`config.mk`:
```
export PLATFORM = sky130hd
export DESIGN_NAME = sps_top
export DESIGN_NICKNAME = d
export VERILOG_FILES = /design/src/design/sps_pkg.sv /design/src/design/sps_pin_sync.sv /design/src/design/sps_top.sv
export VERILOG_INCLUDE_DIRS = /design/src /design/src/design
export SDC_FILE = /design/constraint.sdc
export NUM_CORES = 1
export LEC_CHECK = 0
export ABC_CLOCK_PERIOD_IN_PS = 6300
export BUFFER_PORTS_ARGS = -buffer_cell sky130_fd_sc_hd__buf_2
export CAP_MARGIN = 15
export CORE_ASPECT_RATIO = 0.8
export CORE_MARGIN = 2
export CORE_UTILIZATION = 45
export DETAILED_ROUTE_END_ITERATION = 6
export PLACE_DENSITY_LB_ADDON = 0.08
export SLEW_MARGIN = 0
export SYNTH_ARGS = -nofsm -noshare
export SYNTH_HDL_FRONTEND = slang
export SYNTH_SLANG_ARGS = --single-unit
```
`constraint.sdc`:
```
create_clock -name clk_in -period 6.3 [get_ports clk_in]
set_input_delay 0.63 -clock clk_in [delete_from_list [all_inputs] [get_ports clk_in]]
set_output_delay 0.63 -clock clk_in [all_outputs]
set_load 0.01 [all_outputs]
```
`src/design/sps_params.svh`:
```
`ifndef SPS_PARAMS_SVH
`define SPS_PARAMS_SVH

// Port population: one upstream, three downstream, one lane each
`define SPS_NUM_PORTS 4
`define SPS_NUM_DOWN 3
`define SPS_UP_PORT 2'h0
`define SPS_LANE_RATE_MBPS 2500
`define SPS_SPEED_2G5 4'h1
`define SPS_WIDTH_X1 6'h01

// General purpose pin slots (pin numbers 0, 1, 2, 7, 9)
`define SPS_NUM_GPIO 5
`define SPS_GPIO_P0 0
`define SPS_GPIO_P1 1
`define SPS_GPIO_P2 2
`define SPS_GPIO_P7 3
`define SPS_GPIO_P9 4

// Downstream port reset request slots
`define SPS_RST_PORT2 0
`define SPS_RST_PORT3 1
`define SPS_RST_PORT4 2

// Synchroniser slots for external inputs
`define SPS_SYNC_WIDTH 8
`define SPS_SYNC_FUND 7
`define SPS_SYNC_CCLK_DOWN 6
`define SPS_SYNC_CCLK_UP 5
`define SPS_SYNC_RESET_VAL 8'h00

// Capability offsets in configuration space
`define SPS_SUBSYS_CAP_OFFSET 8'hC8
`define SPS_SN_CAP_OFFSET 12'h180
`define SPS_PTR_NULL_STD 8'h00
`define SPS_PTR_NULL_EXT 12'h000
`define SPS_WORD_ZERO 32'h0000_0000

`endif

```
`src/design/sps_pkg.sv`:
```
package sps_pkg;

    typedef enum logic [2:0] {
        SPS_ST_RESET = 3'b001,
        SPS_ST_STRAP = 3'b010,
        SPS_ST_RUN = 3'b100
    } sps_state_t;

    typedef enum logic [2:0] {
        SPS_CAP_SUBSYS_IDS = 3'h0,
        SPS_CAP_SN_LOW = 3'h1,
        SPS_CAP_SN_HIGH = 3'h2,
        SPS_CAP_SUBSYS_NEXT = 3'h3,
        SPS_CAP_SN_NEXT = 3'h4,
        SPS_CAP_STD_LINK = 3'h5,
        SPS_CAP_EXT_LINK = 3'h6
    } sps_cap_target_t;

    typedef struct packed {
        logic [4:0] dir_out;
        logic [4:0] irq_en;
        logic [4:0] alt_sel;
        logic [4:0] out_val;
    } sps_gpio_cfg_t;

    typedef struct packed {
        logic valid;
        logic [1:0] port;
        logic value;
    } sps_sclk_wr_t;

    typedef struct packed {
        logic valid;
        sps_cap_target_t target;
        logic [31:0] data;
    } sps_cap_load_t;

    typedef struct packed {
        logic [2:0] rsvd;
        logic slot_clock;
        logic [1:0] rsvd_low;
        logic [5:0] width;
        logic [3:0] speed;
    } sps_link_status_t;

    typedef struct packed {
        logic subsys_present;
        logic sn_present;
        logic [31:0] subsystem_ids_reg;
        logic [31:0] serial_number_low_word;
        logic [31:0] serial_number_high_word;
        logic [7:0] subsys_next_capability_pointer;
        logic [11:0] sn_next_capability_pointer;
        logic [7:0] std_link_pointer;
        logic [11:0] ext_link_pointer;
    } sps_cap_view_t;

endpackage : sps_pkg

```
`src/design/sps_pin_sync.sv`:
```
`timescale 1ns/1ps
`include "sps_params.svh"

module sps_pin_sync #(
    parameter int WIDTH = `SPS_SYNC_WIDTH,
    parameter logic [WIDTH-1:0] RESET_VAL = '0
) (
    // Clock and reset
    input wire logic clk_in,
    input wire logic rst_in,
    input wire logic ce_in,
    // Asynchronous levels and their filtered copies
    input wire logic [WIDTH-1:0] async_in,
    output logic [WIDTH-1:0] level_out
);
    logic [WIDTH-1:0] meta_reg;
    logic [WIDTH-1:0] mid_reg;
    logic [WIDTH-1:0] last_reg;
    logic [WIDTH-1:0] level_next;

    // A change is accepted only once the second and third stages agree
    always_comb begin
        level_next = level_out;
        for (int i = 0; i < WIDTH; i++) begin
            if (mid_reg[i] == last_reg[i]) begin
                level_next[i] = last_reg[i];
            end
        end
    end

    always_ff @(posedge clk_in or posedge rst_in) begin
        if (rst_in) begin
            meta_reg <= RESET_VAL;
            mid_reg <= RESET_VAL;
            last_reg <= RESET_VAL;
            level_out <= RESET_VAL;
        end else if (ce_in) begin
            meta_reg <= async_in;
            mid_reg <= meta_reg;
            last_reg <= mid_reg;
            level_out <= level_next;
        end
    end

endmodule : sps_pin_sync

```
`src/design/sps_top.sv`:
```
//
// Overview of operation
// - Downstream strap seeds every downstream slot clock bit.
// - Software may overwrite downstream slot clock bits.
// - Upstream strap seeds upstream slot clock bit.
// - Software may overwrite upstream slot clock bit.
// - Low fundamental reset clears slot clocks, pin drives, capabilities, starts sequence.
// - Names ending _n assert low, others high.
// - Pin 0 alternate drives port two reset.
// - Pin 1 alternate drives port four reset.
// - Pin 9 alternate drives port three reset.
// - Pin 2 alternate samples expander interrupt zero.
// - Pin 7 alternate drives general event output.
// - Five pins: input, output, interrupt, alternate.
// - Subsystem ID capability hidden until loaded, linked.
// - Serial number capability hidden until loaded, linked.
// - Four single-lane ports at 2.5 Gbps.
//
`timescale 1ns/1ps
`include "sps_params.svh"

module sps_top #(
    parameter int NUM_PORTS = `SPS_NUM_PORTS,
    parameter int NUM_GPIO = `SPS_NUM_GPIO,
    parameter int LANE_RATE_MBPS = `SPS_LANE_RATE_MBPS
) (
    // Clock, reset, enable
    input wire logic clk_in,
    input wire logic rst_in,
    input wire logic ce_in,
    // System pins
    input wire logic fundamental_reset_n_in,
    input wire logic common_clock_down_strap_in,
    input wire logic common_clock_up_strap_in,
    // General purpose pins
    input wire logic [4:0] gpio_pin_in,
    output logic [4:0] gpio_pin_out,
    output logic [4:0] gpio_pin_oe_out,
    // General purpose pin configuration and status
    input wire sps_pkg::sps_gpio_cfg_t gpio_cfg_in,
    output logic [4:0] gpio_level_out,
    output logic [4:0] gpio_irq_event_out,
    // Alternate function sources and sinks
    input wire logic [2:0] port_reset_req_in,
    input wire logic event_req_in,
    output logic expander_irq0_out,
    // Slot clock overrides and link status
    input wire sps_pkg::sps_sclk_wr_t sclk_wr_in,
    output sps_pkg::sps_link_status_t [3:0] port_link_status_reg_out,
    output logic fund_reset_active_out,
    // Capability configuration
    input wire sps_pkg::sps_cap_load_t cap_load_in,
    output sps_pkg::sps_cap_view_t cap_view_out
);
    import sps_pkg::*;

    function automatic sps_link_status_t link_status(input logic sclk);
        sps_link_status_t s;
        s = '0;
        s.speed = `SPS_SPEED_2G5;
        s.width = `SPS_WIDTH_X1;
        s.slot_clock = sclk;
        return s;
    endfunction : link_status

    function automatic logic cap_linked(input logic loaded, input logic [11:0] ptr,
                                        input logic [11:0] offset);
        return loaded && (ptr == offset);
    endfunction : cap_linked

    // Synchronised external inputs
    logic [`SPS_SYNC_WIDTH-1:0] sync_level;
    logic fund_n_sync;
    logic cclk_down_sync;
    logic cclk_up_sync;
    logic [4:0] pin_sync;

    sps_pin_sync #(
        .WIDTH(`SPS_SYNC_WIDTH),
        .RESET_VAL(`SPS_SYNC_RESET_VAL)
    ) u_sync (
        .clk_in(clk_in),
        .rst_in(rst_in),
        .ce_in(ce_in),
        .async_in({fundamental_reset_n_in, common_clock_down_strap_in,
                   common_clock_up_strap_in, gpio_pin_in}),
        .level_out(sync_level)
    );

    assign fund_n_sync = sync_level[`SPS_SYNC_FUND];
    assign cclk_down_sync = sync_level[`SPS_SYNC_CCLK_DOWN];
    assign cclk_up_sync = sync_level[`SPS_SYNC_CCLK_UP];
    assign pin_sync = sync_level[4:0];

    // Reset sequence state
    sps_state_t state_reg;
    sps_state_t state_next;
    logic fund_active_reg;
    logic fund_active_next;

    // The synchroniser resets to zero, so the pin counts as asserted until proven high
    always_comb begin
        state_next = state_reg;
        case (state_reg)
            SPS_ST_RESET: begin
                if (fund_n_sync) begin
                    state_next = SPS_ST_STRAP;
                end
            end
            SPS_ST_STRAP: begin
                state_next = SPS_ST_RUN;
            end
            SPS_ST_RUN: begin
                state_next = SPS_ST_RUN;
            end
            default: begin
                state_next = SPS_ST_RESET;
            end
        endcase
        if (!fund_n_sync) begin
            state_next = SPS_ST_RESET;
        end
        fund_active_next = (state_next == SPS_ST_RESET);
    end

    always_ff @(posedge clk_in or posedge rst_in) begin
        if (rst_in) begin
            state_reg <= SPS_ST_RESET;
            fund_active_reg <= 1'b1;
        end else if (ce_in) begin
            state_reg <= state_next;
            fund_active_reg <= fund_active_next;
        end
    end

    // Slot clock bits: index 0 upstream, 1..3 downstream
    logic [3:0] sclk_reg;
    logic [3:0] sclk_next;
    sps_link_status_t [3:0] link_next;

    always_comb begin
        sclk_next = sclk_reg;
        if (state_reg == SPS_ST_RESET) begin
            sclk_next = '0;
        end else if (state_reg == SPS_ST_STRAP) begin
            for (int p = 0; p < `SPS_NUM_PORTS; p++) begin
                sclk_next[p] = cclk_down_sync;
            end
            sclk_next[`SPS_UP_PORT] = cclk_up_sync;
        end else if (sclk_wr_in.valid) begin
            // Upstream slot lives at index zero, downstream at their port slots
            sclk_next[sclk_wr_in.port] = sclk_wr_in.value;
        end
        for (int p = 0; p < `SPS_NUM_PORTS; p++) begin
            link_next[p] = link_status(sclk_next[p]);
        end
    end

    always_ff @(posedge clk_in or posedge rst_in) begin
        if (rst_in) begin
            sclk_reg <= '0;
            port_link_status_reg_out <= '0;
        end else if (ce_in) begin
            sclk_reg <= sclk_next;
            port_link_status_reg_out <= link_next;
        end
    end

    // General purpose pins
    sps_gpio_cfg_t cfg_eff;
    logic [4:0] alt_val;
    logic [4:0] alt_drives;
    logic [4:0] pin_out_next;
    logic [4:0] pin_oe_next;
    logic [4:0] prev_level_reg;
    logic [4:0] irq_next;
    logic exp_irq_next;
    logic [2:0] port_rst_assert;

    always_comb begin
        // Until the sequence completes every pin is a plain input
        cfg_eff = (state_reg == SPS_ST_RUN) ? gpio_cfg_in : '0;
        port_rst_assert = port_reset_req_in | {3{fund_active_reg}};
        alt_val = '1;
        alt_val[`SPS_GPIO_P0] = ~port_rst_assert[`SPS_RST_PORT2];
        alt_val[`SPS_GPIO_P1] = ~port_rst_assert[`SPS_RST_PORT4];
        alt_val[`SPS_GPIO_P9] = ~port_rst_assert[`SPS_RST_PORT3];
        alt_val[`SPS_GPIO_P7] = ~event_req_in;
        alt_drives = '1;
        alt_drives[`SPS_GPIO_P2] = 1'b0;
        for (int g = 0; g < `SPS_NUM_GPIO; g++) begin
            if (cfg_eff.alt_sel[g]) begin
                pin_oe_next[g] = alt_drives[g];
                pin_out_next[g] = alt_val[g];
            end else begin
                // An interrupt input never drives, whatever the direction bit says
                pin_oe_next[g] = cfg_eff.dir_out[g] & ~cfg_eff.irq_en[g];
                pin_out_next[g] = cfg_eff.out_val[g];
            end
        end
        irq_next = cfg_eff.irq_en & ~cfg_eff.alt_sel & pin_sync & ~prev_level_reg;
        exp_irq_next = cfg_eff.alt_sel[`SPS_GPIO_P2] & ~pin_sync[`SPS_GPIO_P2];
    end

    always_ff @(posedge clk_in or posedge rst_in) begin
        if (rst_in) begin
            gpio_pin_out <= '0;
            gpio_pin_oe_out <= '0;
            gpio_level_out <= '0;
            gpio_irq_event_out <= '0;
            prev_level_reg <= '0;
            expander_irq0_out <= 1'b0;
            fund_reset_active_out <= 1'b1;
        end else if (ce_in) begin
            gpio_pin_out <= pin_out_next;
            gpio_pin_oe_out <= pin_oe_next;
            gpio_level_out <= pin_sync;
            gpio_irq_event_out <= irq_next;
            prev_level_reg <= pin_sync;
            expander_irq0_out <= exp_irq_next;
            fund_reset_active_out <= fund_active_next;
        end
    end

    // Capability structures
    sps_cap_view_t cap_reg;
    sps_cap_view_t cap_next;
    logic ids_loaded_reg;
    logic ids_loaded_next;
    logic sn_low_loaded_reg;
    logic sn_low_loaded_next;
    logic sn_high_loaded_reg;
    logic sn_high_loaded_next;

    always_comb begin
        cap_next = cap_reg;
        ids_loaded_next = ids_loaded_reg;
        sn_low_loaded_next = sn_low_loaded_reg;
        sn_high_loaded_next = sn_high_loaded_reg;
        if (state_reg == SPS_ST_RESET) begin
            cap_next = '0;
            ids_loaded_next = 1'b0;
            sn_low_loaded_next = 1'b0;
            sn_high_loaded_next = 1'b0;
        end else if (cap_load_in.valid) begin
            case (cap_load_in.target)
                SPS_CAP_SUBSYS_IDS: begin
                    cap_next.subsystem_ids_reg = cap_load_in.data;
                    ids_loaded_next = 1'b1;
                end
                SPS_CAP_SN_LOW: begin
                    cap_next.serial_number_low_word = cap_load_in.data;
                    sn_low_loaded_next = 1'b1;
                end
                SPS_CAP_SN_HIGH: begin
                    cap_next.serial_number_high_word = cap_load_in.data;
                    sn_high_loaded_next = 1'b1;
                end
                SPS_CAP_SUBSYS_NEXT: begin
                    cap_next.subsys_next_capability_pointer = cap_load_in.data[7:0];
                end
                SPS_CAP_SN_NEXT: begin
                    cap_next.sn_next_capability_pointer = cap_load_in.data[11:0];
                end
                SPS_CAP_STD_LINK: begin
                    cap_next.std_link_pointer = cap_load_in.data[7:0];
                end
                SPS_CAP_EXT_LINK: begin
                    cap_next.ext_link_pointer = cap_load_in.data[11:0];
                end
                default: begin
                    cap_next = cap_reg;
                end
            endcase
        end
        // Visible only once the fields are loaded and another capability points here
        cap_next.subsys_present = cap_linked(ids_loaded_next,
            {4'h0, cap_next.std_link_pointer}, {4'h0, `SPS_SUBSYS_CAP_OFFSET});
        cap_next.sn_present = cap_linked(sn_low_loaded_next && sn_high_loaded_next,
            cap_next.ext_link_pointer, `SPS_SN_CAP_OFFSET);
    end

    always_ff @(posedge clk_in or posedge rst_in) begin
        if (rst_in) begin
            cap_reg <= '0;
            ids_loaded_reg <= 1'b0;
            sn_low_loaded_reg <= 1'b0;
            sn_high_loaded_reg <= 1'b0;
            cap_view_out <= '0;
        end else if (ce_in) begin
            cap_reg <= cap_next;
            ids_loaded_reg <= ids_loaded_next;
            sn_low_loaded_reg <= sn_low_loaded_next;
            sn_high_loaded_reg <= sn_high_loaded_next;
            cap_view_out <= cap_next;
        end
    end

endmodule : sps_top

```
==> run metrics, run 1 <==
Max Cap Viol 0; CP Capture Type flop; Final Slew Violations 0; area of the multi-input gates 2920 um^2; Peak VDD IR 0.224 mV; pwr dens 459 nW/um^2; register area share after synthesis 0.594; fin crit period 2.68 ns; clock latency on the worst-skew pair 0.49 ns; Iter 0 DRT Violations 395; Residual DRC 0; vias in the first global route 6024; worst slack, placed 3.10 ns; min-delay worst type in -> async; I/O pins 299; CTS buffer count 22; Clock Skews 0.0101 ns; post-synth top area share 0.587; Worst Path Max Fanout 76; clock tree buffer depth 3; post-route ant nets 0; #FFs+latches synth 203; total power 4.79 mW; clk slew on worst S/H paths 0.06 ns; drt pass-1 iters 4; routability congestion estimate 0.810; mean area per synthesized cell 10.6 um^2; die area 20200 um^2; Finished Cell Area 10400 um^2; Initial Utilization 0.455; Layout Utilization 0.555; Clock Root Buffer clkbuf_16; grt total ovfl 0; n_diodes 0; Hold Buf Count CTS 0; max reg flops 138; # placed instances 1265; Crit path required time 6.67 ns; CP arrival 3.05 ns; critical path type in -> reg; Leakage 5.37 nW; core area 18800 um^2; routed len/inst 15.8 um; Final nets 1106; number of distinct library cells after synthesis 50; Final Hold Viols 0; fin cells 1302; TritonCTS clock tree done; Rel. slew slack 0.334; slew at the pin with the worst max-slew slack 0.992 ns; Synth Cell Area 8560 um^2; Sequential Area 5080 um^2; largest net degree at the start of global routing 134; crit path launch type input port; status finished clean; drt via density 4.95; EDFF count, synth 0; most common cell in the synthesized netlist dfrtp_1; GRT Resource Usage Total 0.204; Final setup viols 0; Synthesis Warnings 0; first-pass GRT wire length 32800 um; Area after DPL 9710 um^2; Area growth syn-to-layout 21.9%; clock sink count 203; RSZ-0062 raised after global routing false; via count 6439; Fin Setup TNS 0 ns; top cells by area, synth dfrtp_1 (59%), nand2_1 (6.9%), o21ai_0 (6.7%); initial antenna violation count 0; die width 158 um; HPWL Detailed 14400 um; port bufs 246; Top FF cell, synth dfrtp_1; H-tree levels 1; Fin Hold WS 0.310 ns; Tcrit/Tclk final 0.425; total wire length 20600 um; area leader, netlist dfrtp_1; Post-CTS Resized 0; achievable frequency 373 MHz; Fill cells 1740; Setup Fix Bufs, Post-CTS 0; Synth top cells by count dfrtp_1 (201), nand2_1 (157), o21ai_0 (114); post-route setup slack 3.62 ns; Die Height 127 um; share of flip-flops with an asynchronous set or reset 1.00; row count 45; layout cells sized above 1 0.320; post-synthesis cell count 809
-- path summary, 6_finish.rpt --
check / from / to / slack, ns / cells after the start
min in group clk_in: common_clock_down_strap_in / u_sync.meta_reg[6] / 0.37 / 2
worst min-delay path: rst_in / gpio_pin_out[4] / 0.31 / 2
max in group asynchronous: rst_in / cap_reg[7] / 4.47 / 3
worst max register to register: state_reg[1] / cap_reg[32] / 4.22 / 4
worst min register to register: cap_reg[53] / cap_reg[53] / 0.47 / 2
worst max-delay path: ce_in / sclk_reg[2] / 3.62 / 6
-- worst max-delay path, cell delays in order --
cell and delay [ns]:
buf_2 0.08, buf_4 0.65, inv_1 0.59, or3_1 0.61, o31ai_1 0.12, mux2_2 0.36
-- logic make-up after synthesis --
logic type	share of synthesized area
mux	0.0361
flops	0.594
xor+xnor	0.00205
compound gates	0.155
simple gates	0.122
other cells	0.000438
buf+inv	0.0910
-- final cells by class --
class,instances,share of cell area
flip-flops and latches,203,0.487
clock buffers,29,0.0592
clock inverters,8,0.0110
multi-input cells,526,0.280
inverters,26,0.0101
repair buffers,252,0.122
well taps,258,0.0309
-- layout by cell type (no fill, tap or decap), types with 3 or more instances in the layout --
master	instances
o21ai_1	31
o2bb2ai_1	11
dfrtp_1	201
nand2_4	10
nor4_1	3
a21oi_1	22
bufinv_16	3
nor4b_1	5
a41oi_1	4
buf_2	246
clkbuf_1	4
a211oi_1	3
nor2_1	15
o31ai_1	3
clkinv_2	5
nand4_1	3
o32ai_1	3
o21ai_0	114
inv_1	25
mux2_2	23
mux2i_1	5
nand3_1	4
conb_1	52
o21ai_4	3
nand2_1	157
a22o_1	21
clkbuf_16	23
o22ai_1	4
buf_4	6
-- power by group --
group	switching [mW]	internal, mW	total, mW
clock	0.496	0.809	1.30
sequential	0.267	1.74	2.01
combinational	0.933	0.544	1.48
total	1.70	3.09	4.79
-- metal layers --
layer  GRT usage  vias up  routed length, um
li1            -     3112                  -
met1       0.311     3063               9950
met2       0.304      238               8840
met3      0.0451       26               1500
met4      0.0371        0                333
met5           0        -                  0
Note: power is estimated with default switching activity, not from simulation.
==> inputs of run 2 (changes only) <==
- ABC_CLOCK_PERIOD_IN_PS: 6300 -> 2200
- clock period: 6.3 -> 2.2 ns (I/O delays scaled with it)
==> run 2 against run 1 <==
Setup slack lost 3.4 ns. Largest cell class unchanged. Die area is the same. Largest power group unchanged. Non-clock buffer count grew 39. Clock skew grew 0.0076 ns. Worst hold slack lost 0.29 ns. Wire length grew 3.2%. Total power grew to 3.0 times the previous value. Count of clock-buffer cells in the layout shrank 1. Flip-flop and latch count is the same.
==> run metrics, run 2 (same netlist as run 1, synthesis figures left out) <==
clock latency on the worst-skew pair 0.50 ns (was 0.49 ns); grt total ovfl 0 (unchanged); fin crit period 1.98 ns; most common cell after layout, fill and taps aside buf_2 (unchanged); CP max-delay cell dlygate4sd3_1 (was buf_4); Area growth syn-to-layout 27.6% (was 21.9%); Clock Skews 0.0176 ns (was 0.0101 ns); WHS Path Cells 3; Hold Path Sink cap_reg[63]; CTS buffer count 22 (unchanged); crit path launch type flop (was input port); Peak VDD IR 0.693 mV (was 0.224 mV); CP Capture Type flop (unchanged); Area after DPL 9920 um^2 (was 9710 um^2); worst reg2reg endpoint gpio_irq_event_out[2] (was cap_reg[32]); Final Hold Viols 0 (unchanged); initial antenna violation count 0 (unchanged); Leakage 5.61 nW (was 5.37 nW); critical path type reg -> reg (was in -> reg); delay of the slowest critical-path stage 0.58 ns (was 0.65 ns); H-tree levels 1 (unchanged); Residual DRC 0 (unchanged); Fin Setup TNS 0 ns (unchanged); port bufs 246 (unchanged); slew at the pin with the worst max-slew slack 1.08 ns (was 0.992 ns); Fin Hold WS 0.0150 ns (was 0.310 ns); Final Slew Violations 0 (unchanged); Tcrit/Tclk final 0.898; Setup Fix Bufs, Post-CTS 0 (unchanged); first-pass GRT wire length 34200 um (was 32800 um); Crit path required time 2.64 ns (was 6.67 ns); Final setup viols 0 (unchanged); I/O pins 299 (unchanged); Clock Root Buffer clkbuf_16 (unchanged); achievable frequency 506 MHz; Reg2Reg Setup Slack 0.22 ns (was 4.22 ns); status finished clean (unchanged); worst path bufs/invs 2 (was 3); critical path cell sequence buf_4, nor2_1, nand3_1, o32ai_1, dlygate4sd3_1 (was buf_2, buf_4, inv_1, or3_1, o31ai_1, mux2_2); CP arrival 2.42 ns (was 3.05 ns); drt via density 4.91 (was 4.95); die width 158 um (unchanged); worst r2r src state_reg[1] (unchanged); clk slew on worst S/H paths 0.06 ns (about the same); n_diodes 0 (unchanged); Layout Utilization 0.581 (was 0.555); Max Cap Viol 0 (unchanged); total wire length 21300 um (was 20600 um); routed len/inst 15.8 um (about the same); clock tree buffer depth 3 (unchanged); routability congestion estimate 0.807 (was 0.810); min-delay worst type in -> reg (was in -> async); layout cells sized above 1 0.329 (was 0.320); core area 18800 um^2 (unchanged); via count 6602 (was 6439); Hold Crit Start cap_load_in[23]; die area 20200 um^2 (unchanged); pwr dens 1290 nW/um^2 (was 459 nW/um^2); clock sink count 203 (unchanged); GRT Resource Usage Total 0.213 (was 0.204); Reg2Reg Depth 5 (was 4); most frequent cells in the layout buf_2 (246), dfrtp_1 (201), nand2_1 (157), o21ai_0 (114), conb_1 (52) (unchanged); Final nets 1145 (was 1106); row count 45 (unchanged); Rel. slew slack 0.273 (was 0.334); Die Height 127 um (unchanged); drt pass-1 iters 4 (unchanged); largest net degree at the start of global routing 69 (was 134); total power 14.1 mW (was 4.79 mW); HPWL Detailed 15300 um (was 14400 um); Fill cells 1692 (was 1740); Initial Utilization 0.455 (unchanged); RSZ-0062 raised after global routing false (unchanged); Finished Cell Area 10900 um^2 (was 10400 um^2); max reg flops 138 (unchanged); vias in the first global route 6250 (was 6024); Iter 0 DRT Violations 407 (was 395); Worst Path Max Fanout 11 (was 76); post-route ant nets 0 (unchanged); delay-heaviest family, CP buffers and inverters (unchanged); TritonCTS clock tree done (unchanged)
-- run 2: where the power goes --
group | internal, mW | switching, mW | total, mW
clock | 2.46 | 1.51 | 3.96
combinational | 1.72 | 2.71 | 4.44
sequential | 4.99 | 0.751 | 5.74
total | 9.17 | 4.97 | 14.1
-- run 2: routing by layer --
layer  vias to the layer above  share of wire  track usage
li1                       3199              -            -
met1                      3139           0.47        0.320
met2                       234           0.44        0.320
met3                        30          0.074       0.0502
met4                         0          0.017       0.0419
met5                         -              0            0
-- run 2: through the flow --
stage / cells / setup WS [ns]
after floorplan: 860 / -0.649
after global placement: 1283 / 0.290
after detailed placement: 1283 / 0.180
after CTS: 1344 / 0.231
after global routing: 1344 / 0.0506
final: 1344 / 0.224
-- run 2: how the worst max path moves through the flow --
stage / from / endpoint / slack, ns / cells after the start
floorplan: rst_in / cap_reg[0] / -0.65 / 1
finish: state_reg[1] / gpio_irq_event_out[2] / 0.22 / 5
global route: state_reg[0] / cap_reg[36] / 0.05 / 5
global placement: state_reg[0] / cap_reg[32] / 0.29 / 4
CTS: state_reg[0] / cap_reg[39] / 0.23 / 4
detailed placement: state_reg[0] / cap_reg[33] / 0.18 / 4
-- run 2: layout make-up --
class / count / area [um^2] / share of cell area
Multi-Input combinational cell: 526 / 2920 / 0.267
Sequential cell: 203 / 5080 / 0.465
Tap cell: 258 / 323 / 0.0295
Timing Repair Buffer: 291 / 1710 / 0.156
Clock buffer: 28 / 613 / 0.0561
Inverter: 26 / 101 / 0.00927
Clock inverter: 12 / 180 / 0.0165
-- run 2: tightest hold or removal path: stages --
cell and delay, ns:
buf_2 0.09, nand2_1 0.07, o21ai_0 0.07
-- run 2: repair_timing --
action                                  in CTS  in global routing
endpoints found under the setup margin       0                  0
resized for setup                            0                  0
endpoints found under the hold margin       32                  0
hold buffers                                21                  0
